$ cat src/hw/sdm_pkg.sv
package sdm_pkg;
    // -----------------------------------------------------------------
    // register offsets (byte addresses)
    // -----------------------------------------------------------------
    localparam logic [7:0] SDM_OFS_CFG = 8'h00;
    localparam logic [7:0] SDM_OFS_CMD = 8'h04;
    localparam logic [7:0] SDM_OFS_RES0 = 8'h08;
    localparam logic [7:0] SDM_OFS_RES1 = 8'h0c;
    localparam logic [7:0] SDM_OFS_RES2 = 8'h10;
    localparam logic [7:0] SDM_OFS_CTRLW = 8'h14;
    localparam logic [7:0] SDM_OFS_TVEL = 8'h18;
    localparam logic [7:0] SDM_OFS_STAT = 8'h1c;
    localparam logic [7:0] SDM_OFS_ERRH = 8'h20;
    localparam logic [7:0] SDM_OFS_SCALE = 8'h24;
    localparam logic [7:0] SDM_OFS_AOFS = 8'h28;
    localparam logic [7:0] SDM_OFS_ACFG = 8'h2c;
    // -----------------------------------------------------------------
    // field positions
    // -----------------------------------------------------------------
    localparam int SDM_CFG_ACT_LSB = 0;
    localparam int SDM_CFG_MODE_LSB = 8;
    localparam int SDM_CMD_SAVE_BIT = 0;
    localparam int SDM_CMD_RESTART_BIT = 1;
    localparam int SDM_STAT_ERR_BIT = 0;
    localparam int SDM_STAT_OPEN_BIT = 1;
    localparam int SDM_STAT_SPEC_BIT = 2;
    localparam int SDM_STAT_CL_BIT = 3;
    localparam int SDM_STAT_BUSY_BIT = 4;
    localparam int SDM_STAT_FBP_LSB = 8;
    // -----------------------------------------------------------------
    // values
    // -----------------------------------------------------------------
    localparam logic [7:0] SDM_ACT_ON = 8'h02;
    localparam logic [7:0] SDM_ACT_RST = 8'h00;
    localparam logic [3:0] SDM_MODE_RST = 4'h0;
    localparam logic [31:0] SDM_RES_RST = 32'h0000_0000;
    localparam logic [15:0] SDM_CW_SHUTDOWN = 16'h0006;
    localparam logic [15:0] SDM_CW_ENABLE = 16'h000f;
    localparam logic [15:0] SDM_ERR_BASE = 16'h7300; // arbitrary code base
    localparam logic [10:0] SDM_RPM_HI = 11'd1000;
    localparam logic [10:0] SDM_RPM_LO = 11'd100;
    localparam logic [10:0] SDM_RPM_TEST = 11'd30;
    localparam int SDM_NFB = 3;
    // analog scaling: full code equals the maximum analog voltage
    localparam int SDM_ADC_W = 12;
    localparam int SDM_UMAX_MV = 10000;
    localparam int SDM_DEAD_MV = 20;
    localparam logic [12:0] SDM_ADC_FULL = 13'd4095;
    localparam logic [12:0] SDM_ADC_MID = 13'd2048;
    localparam logic [12:0] SDM_ADC_HALF = 13'd2047;
    // last code at or below the dead-zone voltage
    localparam logic [12:0] SDM_DEAD_CNT =
        13'((SDM_DEAD_MV * 4095) / SDM_UMAX_MV);
    localparam logic [1:0] SDM_RESP_OKAY = 2'b00;
    localparam logic [1:0] SDM_RESP_SLVERR = 2'b10;
endpackage

$ cat src/hw/sdm_fb_check.sv
`timescale 1ns/1ns
module sdm_fb_check
    import sdm_pkg::*;
(
    // clock and reset
    input wire logic ref_clk,
    input wire logic rst_n,
    // control
    input wire logic start,
    input wire logic [SDM_NFB-1:0] fb_present,
    input wire logic [SDM_NFB-1:0] fb_sig_ok,
    input wire logic need_fb,
    // result
    output logic busy,
    output logic err_pulse,
    output logic [15:0] err_code
);
    typedef enum logic [2:0] {
        SDM_CK_IDLE = 3'b001,
        SDM_CK_SCAN = 3'b010,
        SDM_CK_DONE = 3'b100
    } sdm_ck_e;

    sdm_ck_e st_r, st_nxt;
    logic [1:0] idx_r;
    logic idx_last;
    logic sig_bad;
    logic cfg_bad;

    assign idx_last = (idx_r == 2'(SDM_NFB - 1));
    // nonzero resolution: sensor is checked, zero: skipped
    assign sig_bad = (st_r == SDM_CK_SCAN) && fb_present[idx_r] && !fb_sig_ok[idx_r];
    assign cfg_bad = (st_r == SDM_CK_DONE) && need_fb && (fb_present == '0);

    always_comb begin
        st_nxt = st_r;
        unique case (st_r)
            SDM_CK_IDLE: if (start) st_nxt = SDM_CK_SCAN;
            SDM_CK_SCAN: if (idx_last) st_nxt = SDM_CK_DONE;
            SDM_CK_DONE: st_nxt = SDM_CK_IDLE;
            default: st_nxt = SDM_CK_IDLE;
        endcase
    end

    always_ff @(posedge ref_clk or negedge rst_n) begin
        if (!rst_n) begin
            st_r <= SDM_CK_IDLE;
            idx_r <= 2'd0;
            err_pulse <= 1'b0;
            err_code <= 16'h0000;
            busy <= 1'b0;
        end else begin
            st_r <= st_nxt;
            idx_r <= (st_r == SDM_CK_SCAN && !idx_last) ? idx_r + 2'd1 : 2'd0;
            err_pulse <= sig_bad || cfg_bad;
            if (sig_bad) begin
                err_code <= SDM_ERR_BASE | {14'd0, idx_r};
            end else if (cfg_bad) begin
                err_code <= SDM_ERR_BASE | 16'h000f;
            end
            busy <= (st_nxt != SDM_CK_IDLE);
        end
    end
endmodule

$ cat src/hw/sdm_ctrl.sv
// The placing of the registers and the AXI4-Lite register port were left to the implementer.
`timescale 1ns/1ns
module sdm_ctrl
    import sdm_pkg::*;
(
    // clock and reset
    input wire logic ref_clk,
    input wire logic rst_n,
    // axi4-lite write address
    input wire logic [7:0] s_axi_awaddr,
    input wire logic s_axi_awvalid,
    output logic s_axi_awready,
    // axi4-lite write data
    input wire logic [31:0] s_axi_wdata,
    input wire logic [3:0] s_axi_wstrb,
    input wire logic s_axi_wvalid,
    output logic s_axi_wready,
    // axi4-lite write response
    output logic [1:0] s_axi_bresp,
    output logic s_axi_bvalid,
    input wire logic s_axi_bready,
    // axi4-lite read
    input wire logic [7:0] s_axi_araddr,
    input wire logic s_axi_arvalid,
    output logic s_axi_arready,
    output logic [31:0] s_axi_rdata,
    output logic [1:0] s_axi_rresp,
    output logic s_axi_rvalid,
    input wire logic s_axi_rready,
    // pins
    input wire logic din1_pin,
    input wire logic clk_pin,
    input wire logic dir_pin,
    input wire logic [SDM_NFB-1:0] fb_sig_pin,
    // analog converter, same clock
    input wire logic [SDM_ADC_W-1:0] adc_code,
    // motion outputs
    output logic op_enabled,
    output logic closed_loop,
    output logic clkdir_mode,
    output logic step_pulse,
    output logic step_dir,
    output logic [31:0] target_vel,
    output logic fault
);
    // -----------------------------------------------------------------
    // helpers
    // -----------------------------------------------------------------
    function automatic logic [31:0] sdm_merge(input logic [31:0] old,
                                              input logic [31:0] wd,
                                              input logic [3:0] be);
        logic [31:0] r;
        r = old;
        for (int i = 0; i < 4; i++) begin
            if (be[i]) r[i*8 +: 8] = wd[i*8 +: 8];
        end
        return r;
    endfunction

    function automatic logic [10:0] sdm_scale(input logic [12:0] span,
                                              input logic [10:0] maxr,
                                              input logic [12:0] full);
        logic [23:0] prod;
        prod = 24'(span) * 24'(maxr);
        return 11'(prod / 24'(full));
    endfunction

    function automatic logic [31:0] sdm_signed(input logic [10:0] mag,
                                               input logic neg);
        return neg ? 32'(-$signed({21'd0, mag})) : {21'd0, mag};
    endfunction

    // -----------------------------------------------------------------
    // pin synchronisers
    // -----------------------------------------------------------------
    logic [SDM_NFB+2:0] sync1_r, sync2_r;
    logic en_s, clk_s, dir_s, clk_d_r;
    logic [SDM_NFB-1:0] fb_ok_s;

    always_ff @(posedge ref_clk or negedge rst_n) begin
        if (!rst_n) begin
            sync1_r <= '0;
            sync2_r <= '0;
            clk_d_r <= 1'b0;
        end else begin
            sync1_r <= {fb_sig_pin, dir_pin, clk_pin, din1_pin};
            sync2_r <= sync1_r;
            clk_d_r <= clk_s;
        end
    end

    assign en_s = sync2_r[0];
    assign clk_s = sync2_r[1];
    assign dir_s = sync2_r[2];
    assign fb_ok_s = sync2_r[SDM_NFB+2:3];

    // -----------------------------------------------------------------
    // axi4-lite handshake
    // -----------------------------------------------------------------
    logic aw_held_r, w_held_r;
    logic [7:0] awaddr_r;
    logic [31:0] wdata_r;
    logic [3:0] wstrb_r;
    logic wr_go, rd_go;
    logic aw_take, w_take;

    assign aw_take = s_axi_awvalid && s_axi_awready;
    assign w_take = s_axi_wvalid && s_axi_wready;
    assign wr_go = aw_held_r && w_held_r && !s_axi_bvalid;
    assign rd_go = s_axi_arvalid && s_axi_arready;

    always_ff @(posedge ref_clk or negedge rst_n) begin
        if (!rst_n) begin
            aw_held_r <= 1'b0;
            w_held_r <= 1'b0;
            awaddr_r <= 8'h00;
            wdata_r <= 32'h0000_0000;
            wstrb_r <= 4'h0;
            s_axi_awready <= 1'b1;
            s_axi_wready <= 1'b1;
        end else begin
            if (aw_take) awaddr_r <= s_axi_awaddr;
            if (w_take) begin
                wdata_r <= s_axi_wdata;
                wstrb_r <= s_axi_wstrb;
            end
            aw_held_r <= wr_go ? 1'b0 : (aw_held_r || aw_take);
            w_held_r <= wr_go ? 1'b0 : (w_held_r || w_take);
            s_axi_awready <= !(aw_held_r || aw_take) ||
                (s_axi_bvalid && s_axi_bready && !aw_take);
            s_axi_wready <= !(w_held_r || w_take) ||
                (s_axi_bvalid && s_axi_bready && !w_take);
        end
    end

    // -----------------------------------------------------------------
    // register decode
    // -----------------------------------------------------------------
    logic [31:0] cfg_r, saved_r, ctrlw_r, tvel_host_r;
    logic [31:0] res_r [SDM_NFB];
    logic [15:0] errh_r;
    logic err_r;
    logic [7:0] act_r;
    logic [3:0] mode_r;
    logic wr_cfg, wr_cmd, wr_ctrlw, wr_tvel, wr_stat, wr_hit;
    logic [31:0] wr_val_cmd;
    logic save_cmd, restart_cmd;

    assign wr_cfg = wr_go && (awaddr_r == SDM_OFS_CFG);
    assign wr_cmd = wr_go && (awaddr_r == SDM_OFS_CMD);
    assign wr_ctrlw = wr_go && (awaddr_r == SDM_OFS_CTRLW);
    assign wr_tvel = wr_go && (awaddr_r == SDM_OFS_TVEL);
    assign wr_stat = wr_go && (awaddr_r == SDM_OFS_STAT);
    assign wr_val_cmd = sdm_merge(32'h0000_0000, wdata_r, wstrb_r);
    assign save_cmd = wr_cmd && wr_val_cmd[SDM_CMD_SAVE_BIT];
    assign restart_cmd = wr_cmd && wr_val_cmd[SDM_CMD_RESTART_BIT];
    assign wr_hit = wr_cfg || wr_cmd || wr_ctrlw || wr_tvel || wr_stat ||
        (awaddr_r == SDM_OFS_RES0) || (awaddr_r == SDM_OFS_RES1) ||
        (awaddr_r == SDM_OFS_RES2);

    // -----------------------------------------------------------------
    // configuration: edit, save, restart
    // -----------------------------------------------------------------
    logic chk_start_r;

    always_ff @(posedge ref_clk or negedge rst_n) begin
        if (!rst_n) begin
            cfg_r <= {20'd0, SDM_MODE_RST, SDM_ACT_RST};
            saved_r <= {20'd0, SDM_MODE_RST, SDM_ACT_RST};
            act_r <= SDM_ACT_RST;
            mode_r <= SDM_MODE_RST;
            ctrlw_r <= 32'h0000_0000;
            tvel_host_r <= 32'h0000_0000;
            chk_start_r <= 1'b1;
        end else begin
            if (wr_cfg) cfg_r <= sdm_merge(cfg_r, wdata_r, wstrb_r) & 32'h0000_0fff;
            if (save_cmd) saved_r <= cfg_r;
            if (restart_cmd) begin
                act_r <= saved_r[SDM_CFG_ACT_LSB +: 8];
                mode_r <= saved_r[SDM_CFG_MODE_LSB +: 4];
            end
            chk_start_r <= restart_cmd;
            if (wr_ctrlw) ctrlw_r <= sdm_merge(ctrlw_r, wdata_r, wstrb_r);
            if (wr_tvel) tvel_host_r <= sdm_merge(tvel_host_r, wdata_r, wstrb_r);
        end
    end

    always_ff @(posedge ref_clk or negedge rst_n) begin
        if (!rst_n) begin
            for (int i = 0; i < SDM_NFB; i++) res_r[i] <= SDM_RES_RST;
        end else begin
            for (int i = 0; i < SDM_NFB; i++) begin
                if (wr_go && awaddr_r == 8'(SDM_OFS_RES0 + 8'(4 * i)))
                    res_r[i] <= sdm_merge(res_r[i], wdata_r, wstrb_r);
            end
        end
    end

    // -----------------------------------------------------------------
    // mode decode
    // -----------------------------------------------------------------
    logic special, m_cl, m_clkdir, m_test, m_analog, m_joy, m_lo, m_ccw;
    logic [10:0] max_rpm;
    logic [12:0] aofs;

    assign special = (act_r == SDM_ACT_ON);
    assign m_cl = mode_r[3];
    assign m_clkdir = special && !mode_r[2] && !mode_r[1];
    assign m_test = special && !mode_r[2] && mode_r[1];
    assign m_ccw = mode_r[0];
    assign m_analog = special && mode_r[2];
    assign m_joy = mode_r[1];
    assign m_lo = mode_r[0];
    assign max_rpm = m_lo ? SDM_RPM_LO : SDM_RPM_HI;
    assign aofs = (m_analog && m_joy) ? SDM_ADC_MID : 13'd0;

    // -----------------------------------------------------------------
    // analog speed
    // -----------------------------------------------------------------
    logic [12:0] code, jdiff, jmag, nspan, jspan;
    logic jneg, n_dead, j_dead;
    logic [10:0] n_spd, j_spd;
    logic [31:0] ana_vel, spec_vel;

    assign code = {1'b0, adc_code};
    assign n_dead = (code <= SDM_DEAD_CNT);
    assign nspan = code;
    assign n_spd = n_dead ? 11'd0 : sdm_scale(nspan, max_rpm, SDM_ADC_FULL);
    assign jneg = (code < SDM_ADC_MID);
    assign jdiff = jneg ? (SDM_ADC_MID - code) : (code - SDM_ADC_MID);
    assign jmag = (jdiff > SDM_ADC_HALF) ? SDM_ADC_HALF : jdiff;
    assign j_dead = (jdiff <= SDM_DEAD_CNT);
    assign jspan = jmag;
    assign j_spd = j_dead ? 11'd0 : sdm_scale(jspan, max_rpm, SDM_ADC_HALF);
    // low direction input: clockwise, taken as positive
    assign ana_vel = m_joy ? sdm_signed(j_spd, jneg) : sdm_signed(n_spd, dir_s);
    assign spec_vel = m_test ? sdm_signed(SDM_RPM_TEST, m_ccw) : ana_vel;

    // -----------------------------------------------------------------
    // power state
    // -----------------------------------------------------------------
    logic op_en_nxt;
    logic [15:0] cw_lo;

    assign cw_lo = ctrlw_r[15:0];
    assign op_en_nxt = special ? en_s :
        (cw_lo == SDM_CW_ENABLE) ? 1'b1 :
        (cw_lo == SDM_CW_SHUTDOWN) ? 1'b0 : op_enabled;

    // -----------------------------------------------------------------
    // feedback check
    // -----------------------------------------------------------------
    logic [SDM_NFB-1:0] fb_present;
    logic chk_busy, chk_err;
    logic [15:0] chk_code;

    always_comb begin
        for (int i = 0; i < SDM_NFB; i++) fb_present[i] = (res_r[i] != 32'h0000_0000);
    end

    sdm_fb_check u_check (
        .ref_clk(ref_clk),
        .rst_n(rst_n),
        .start(chk_start_r),
        .fb_present(fb_present),
        .fb_sig_ok(fb_ok_s),
        .need_fb(special && m_cl),
        .busy(chk_busy),
        .err_pulse(chk_err),
        .err_code(chk_code)
    );

    // -----------------------------------------------------------------
    // motion outputs and error
    // -----------------------------------------------------------------
    always_ff @(posedge ref_clk or negedge rst_n) begin
        if (!rst_n) begin
            op_enabled <= 1'b0;
            closed_loop <= 1'b0;
            clkdir_mode <= 1'b0;
            step_pulse <= 1'b0;
            step_dir <= 1'b0;
            target_vel <= 32'h0000_0000;
            fault <= 1'b0;
            err_r <= 1'b0;
            errh_r <= 16'h0000;
        end else begin
            op_enabled <= op_en_nxt;
            closed_loop <= special && m_cl;
            clkdir_mode <= m_clkdir;
            step_pulse <= m_clkdir && op_en_nxt && clk_s && !clk_d_r;
            step_dir <= dir_s;
            if (special) begin
                target_vel <= (op_en_nxt && !m_clkdir) ? spec_vel : 32'h0000_0000;
            end else begin
                target_vel <= tvel_host_r;
            end
            // set wins over software clear
            err_r <= chk_err || (err_r && !(wr_stat && wdata_r[SDM_STAT_ERR_BIT]));
            if (chk_err) errh_r <= chk_code;
            fault <= chk_err || (err_r && !(wr_stat && wdata_r[SDM_STAT_ERR_BIT]));
        end
    end

    // -----------------------------------------------------------------
    // read mux and responses
    // -----------------------------------------------------------------
    logic [31:0] rd_val;
    logic rd_hit;
    logic [31:0] stat_val;

    assign stat_val = {16'd0, 5'd0, fb_present, 3'd0, chk_busy, m_cl, special,
        op_enabled, err_r};
    assign rd_hit = (s_axi_araddr <= SDM_OFS_ACFG) && (s_axi_araddr[1:0] == 2'b00);

    always_comb begin
        rd_val = 32'h0000_0000;
        unique case (s_axi_araddr)
            SDM_OFS_CFG: rd_val = cfg_r;
            SDM_OFS_RES0: rd_val = res_r[0];
            SDM_OFS_RES1: rd_val = res_r[1];
            SDM_OFS_RES2: rd_val = res_r[2];
            SDM_OFS_CTRLW: rd_val = ctrlw_r;
            SDM_OFS_TVEL: rd_val = target_vel;
            SDM_OFS_STAT: rd_val = stat_val;
            SDM_OFS_ERRH: rd_val = {16'd0, errh_r};
            SDM_OFS_SCALE: rd_val = {21'd0, max_rpm};
            SDM_OFS_AOFS: rd_val = {19'd0, aofs};
            SDM_OFS_ACFG: rd_val = {20'd0, mode_r, act_r};
            default: rd_val = 32'h0000_0000;
        endcase
    end

    always_ff @(posedge ref_clk or negedge rst_n) begin
        if (!rst_n) begin
            s_axi_bvalid <= 1'b0;
            s_axi_bresp <= SDM_RESP_OKAY;
            s_axi_arready <= 1'b1;
            s_axi_rvalid <= 1'b0;
            s_axi_rdata <= 32'h0000_0000;
            s_axi_rresp <= SDM_RESP_OKAY;
        end else begin
            if (wr_go) begin
                s_axi_bvalid <= 1'b1;
                s_axi_bresp <= wr_hit ? SDM_RESP_OKAY : SDM_RESP_SLVERR;
            end else if (s_axi_bready) begin
                s_axi_bvalid <= 1'b0;
            end
            if (rd_go) begin
                s_axi_rvalid <= 1'b1;
                s_axi_rdata <= rd_hit ? rd_val : 32'h0000_0000;
                s_axi_rresp <= rd_hit ? SDM_RESP_OKAY : SDM_RESP_SLVERR;
                s_axi_arready <= 1'b0;
            end else if (s_axi_rvalid && s_axi_rready) begin
                s_axi_rvalid <= 1'b0;
                s_axi_arready <= 1'b1;
            end
        end
    end
endmodule

$ cat config.mk
export PLATFORM = sky130hd
export DESIGN_NAME = sdm_ctrl
export DESIGN_NICKNAME = d
export VERILOG_FILES = /design/src/hw/sdm_pkg.sv /design/src/hw/sdm_fb_check.sv /design/src/hw/sdm_ctrl.sv
export SDC_FILE = /design/constraint.sdc
export NUM_CORES = 1
export LEC_CHECK = 0
export ABC_AREA = 1
export ABC_CLOCK_PERIOD_IN_PS = 13490
export CAP_MARGIN = 5
export CELL_PAD_IN_SITES_DETAIL_PLACEMENT = 1
export CELL_PAD_IN_SITES_GLOBAL_PLACEMENT = 2
export CORE_MARGIN = 10
export CORE_UTILIZATION = 35
export CTS_CLUSTER_DIAMETER = 200
export CTS_CLUSTER_SIZE = 20
export DETAILED_ROUTE_END_ITERATION = 16
export DONT_BUFFER_PORTS = 1
export GPL_TIMING_DRIVEN = 0
export PLACE_DENSITY = 0.9
export SYNTH_ARGS = -nofsm -noshare
export SYNTH_HDL_FRONTEND = slang
export SYNTH_SLANG_ARGS = --single-unit
$ cat constraint.sdc
create_clock -name ref_clk -period 13.49 [get_ports ref_clk]
set_input_delay 0.6745 -clock ref_clk [delete_from_list [all_inputs] [get_ports ref_clk]]
set_output_delay 0.6745 -clock ref_clk [all_outputs]
set_load 0.1 [all_outputs]
==> impl_metrics.py <==
metrics = {
    "global_route": {
        "antenna_found_initial": 13,
        "grt_start_max_net_pins": 346,
        "grt_pass1_wl_um": 160000,
        "top_usage_layer": "met2",
        "use_met1_pct": 26.7,
        "grt.total_usage_pct": 20.8,
        "use_met2_pct": 36.0,
        "grt_pass1_vias": 28849,
        "met3_usage_pct": 3.41,
        "grt_overflow": 0,
    },
    "clock_tree": {
        "htreeDepth": 1,
        "cts_num_sinks": 348,
        "clk_path_buf_depth": 3,
        "insertion_delay_ns": 0.56,
        "cts_root_buf": "clkbuf_16",
        "cts_tree": "built",
        "clk_pin_slew_worst_paths_ns": 0.09,
        "cts_buffers": 21,
    },
    "synthesis": {
        "async_flop_share_pct": 100,
        "syn_area_um2": 29000,
        "dominantRegCellSynth": "dfrtp_1",
        "ys_ff_latch": 348,
        "ys_warn_count": 0,
        "synth_edf_count": 0,
        "syn_inst": 3932,
        "avgSynthCellArea_um2": 7.36,
        "ys_seq_area_share_pct": 30.1,
        "yosys.cell_types.count": 74,
    },
    "critical_path": {
        "reg2regPathDepth": 98,
        "cp_max_fo": 8,
        "timing.critical_path.mode_cell": "nand2_4",
        "arrival_ns": 14.77,
        "cpPeakStageDelay_ns": 0.58,
        "cp.required_ns": 13.90,
        "r2r-end": "target_vel[10]$_DFF_PN0_",
        "r2r_slack_ns": -0.52,
        "worstReg2RegStart": "mode_r[0]$_DFFE_PN0P_",
        "start_kind": "input pin",
        "critPathSlowestCell": "fa_1",
        "criticalPathCategory": "in2reg",
        "cp-end-kind": "register",
    },
    "sta": {
        "period_share_pct": 106,
        "final-setup-viol-count": 31,
        "max_clock_freq_mhz": 69.6,
        "rsz0062_at_grt": "true",
        "worst_slack_ns": -0.872,
        "slew_viol_final": 0,
        "tightest_slew_ns": 1.13,
        "slew_headroom_pct": 24.6,
        "hold_viol_final": 0,
        "period_needed_ns": 14.36,
        "fin_worst_skew_ns": 0.0369,
    },
    "min_path": {
        "hp-start": "dir_pin",
        "hold_depth": 0,
        "hold_class": "in2reg",
        "whs_endpoint": "sync1_r[2]$_DFF_PN0_",
    },
    "detailed_routing": {
        "first_iter_violations": 1968,
        "wl_per_cell_um": 20.6,
        "drt-total-wl_um": 110000,
        "routed-via-count": 28651,
        "final_antenna_net_count": 0,
        "drc": 0,
        "first_pass_iters": 7,
        "via_per_inst": 5.33,
    },
    "final_layout": {
        "drive_above_1_share_pct": 26.2,
        "multi_input_area_um2": 20500,
        "fin_util_pct": 44.5,
        "final_nets": 4610,
        "final_cell_mix": "nand2_1 (987), inv_1 (466), dfrtp_1 (342)",
        "final_cells": 5373,
        "seqCellArea_um2": 8720,
        "fillCellCount": 9986,
        "syn_to_final_growth_pct": 26.3,
        "layout_commonest_cell": "nand2_1",
    },
    "run_status": {
        "violations": "setup timing",
        "status": "finished with violations",
    },
    "floorplanning": {
        "rows": 105,
        "die_area_um2": 94600,
        "initial_utilization_pct": 35.3,
        "ios": 156,
        "dieHeight_um": 308,
        "core_area_um2": 82100,
        "die_x_um": 308,
    },
    "place": {
        "dpl.cell_count": 5040,
        "post-dp-hpwl_um": 76500,
        "portBuffers": 0,
        "gp_congestion": 0.889,
    },
    "job": {
        "drv_cap": 0,
    },
}
==> cell type report <==
cell class | count | area share (%)
Sequential cell | 348 | 23.8
Clock inverter | 2 | 0.0684
Inverter | 558 | 6.08
Antenna cell | 4 | 0.0274
Timing Repair Buffer | 287 | 6.92
Buffer | 90 | 1.72
Tap cell | 1070 | 3.66
Multi-Input combinational cell | 2977 | 56.1
Clock buffer | 36 | 1.59
Timing Repair inverter | 1 | 0.0308
==> worst max path at each step <==
stage / startpoint / to / slack (ns) / cells past startpoint
3_5_place_dp: mode_r[0]$_DFFE_PN0P_ / target_vel[10]$_DFF_PN0_ / -2.72 / 93
5_1_grt: adc_code[1] / target_vel[10]$_DFF_PN0_ / -1.52 / 102
2_1_floorplan: adc_code[4] / target_vel[26]$_DFF_PN0_ / 0.03 / 110
3_3_place_gp: mode_r[0]$_DFFE_PN0P_ / target_vel[10]$_DFF_PN0_ / -2.49 / 96
6_report: adc_code[1] / target_vel[10]$_DFF_PN0_ / -0.87 / 105
4_1_cts: mode_r[0]$_DFFE_PN0P_ / target_vel[10]$_DFF_PN0_ / -0.25 / 91
==> metal layers <==
layer	wire (um)	part of all wire, %	vias to the layer above
met5	93	0.084	-
met4	3190	2.9	16
met3	6110	5.5	202
met2	55000	50	696
met1	46100	42	14384
li1	-	-	13353
==> logic make-up (layout without fill, tap and decap cells) <==
group                    Yosys count  count (layout)  synth area share [%]
AO/OA/AOI/OAI                    584             584                  11.8
XOR/XNOR                          56              56                  1.69
adder cells (fa/ha/maj)          249             249                  13.3
buffers and inverters            648             974                  9.23
flip-flops                       348             348                  30.1
multiplexers                       1               1                0.0389
other                              2              44                0.0259
AND/OR/NAND/NOR                 2044            2047                  33.8
==> per-stage QoR <==
step	TNS, ns	cell area (um^2)	hold slack (ns)	worst slack (ns)
finish	-18.79	36600	0.138	-0.872
global route	-37.72	36600	0.115	-1.52
CTS	-0.396	34000	0.122	-0.253
detailed placement	-64.33	30400	0.336	-2.72
global placement	-57.60	30400	0.335	-2.49
floorplan	0	29100	0.331	0.0261
==> cell usage after synthesis, types with 8 or more instances <==
cell type / n / area share [%]
a22o_1: 19 / 0.57
nand4_1: 55 / 1.2
nor2_2: 36 / 0.78
o211ai_1: 15 / 0.39
nand3_1: 253 / 4.4
a31oi_1: 8 / 0.17
o21ai_1: 15 / 0.26
nand3b_1: 12 / 0.31
xnor2_1: 15 / 0.45
a211oi_1: 8 / 0.21
nor4_1: 33 / 0.71
ha_1: 151 / 6.5
a21o_1: 10 / 0.26
dfrtp_1: 343 / 30
inv_2: 32 / 0.41
o21ai_2: 12 / 0.36
o21ai_0: 348 / 6.0
a221oi_1: 29 / 0.88
a21oi_1: 75 / 1.3
buf_6: 9 / 0.35
nor2_4: 24 / 0.93
nand3_2: 36 / 1.2
inv_1: 514 / 6.7
nor2_1: 244 / 3.2
nor3_1: 33 / 0.57
nand2_4: 54 / 2.1
xor2_1: 41 / 1.2
fa_1: 98 / 6.8
nand2_1: 1121 / 15
clkbuf_1: 63 / 0.82
o21bai_1: 10 / 0.26
nand2_2: 106 / 2.3
==> critical path, delay by kind of cell <==
family          cells  cell delay, ns
compound gates      7            1.07
buf+inv            24            2.70
simple gates       65            7.42
fa+ha+maj           9            2.85
==> registers in the layout, indices dropped and copies added (netlist names), 3 cells and up <==
signal / count
wdata_r: 32
res_r: 96
tvel_host_r: 32
awaddr_r: 8
target_vel: 32
ctrlw_r: 32
sync1_r: 6
wstrb_r: 4
cfg_r: 12
u_check.st_r: 3
errh_r: 4
act_r: 8
mode_r: 4
u_check.err_code: 4
s_axi_rdata: 32
saved_r: 12
sync2_r: 6
==> timing repair <==
action | CTS | global route
gates cloned | 12 | 2
setup endpoints to repair | 32 | 32
buffers inserted | 157 | 122
gates resized for setup | 337 | 408
endpoints found under the hold margin | 345 | 0
hold buffers | 2 | 0
pin swaps | 162 | 224
Power is left out: the tool's default activity adds up to more than one toggle a clock period on the data nets, which glitch-free logic cannot reach.
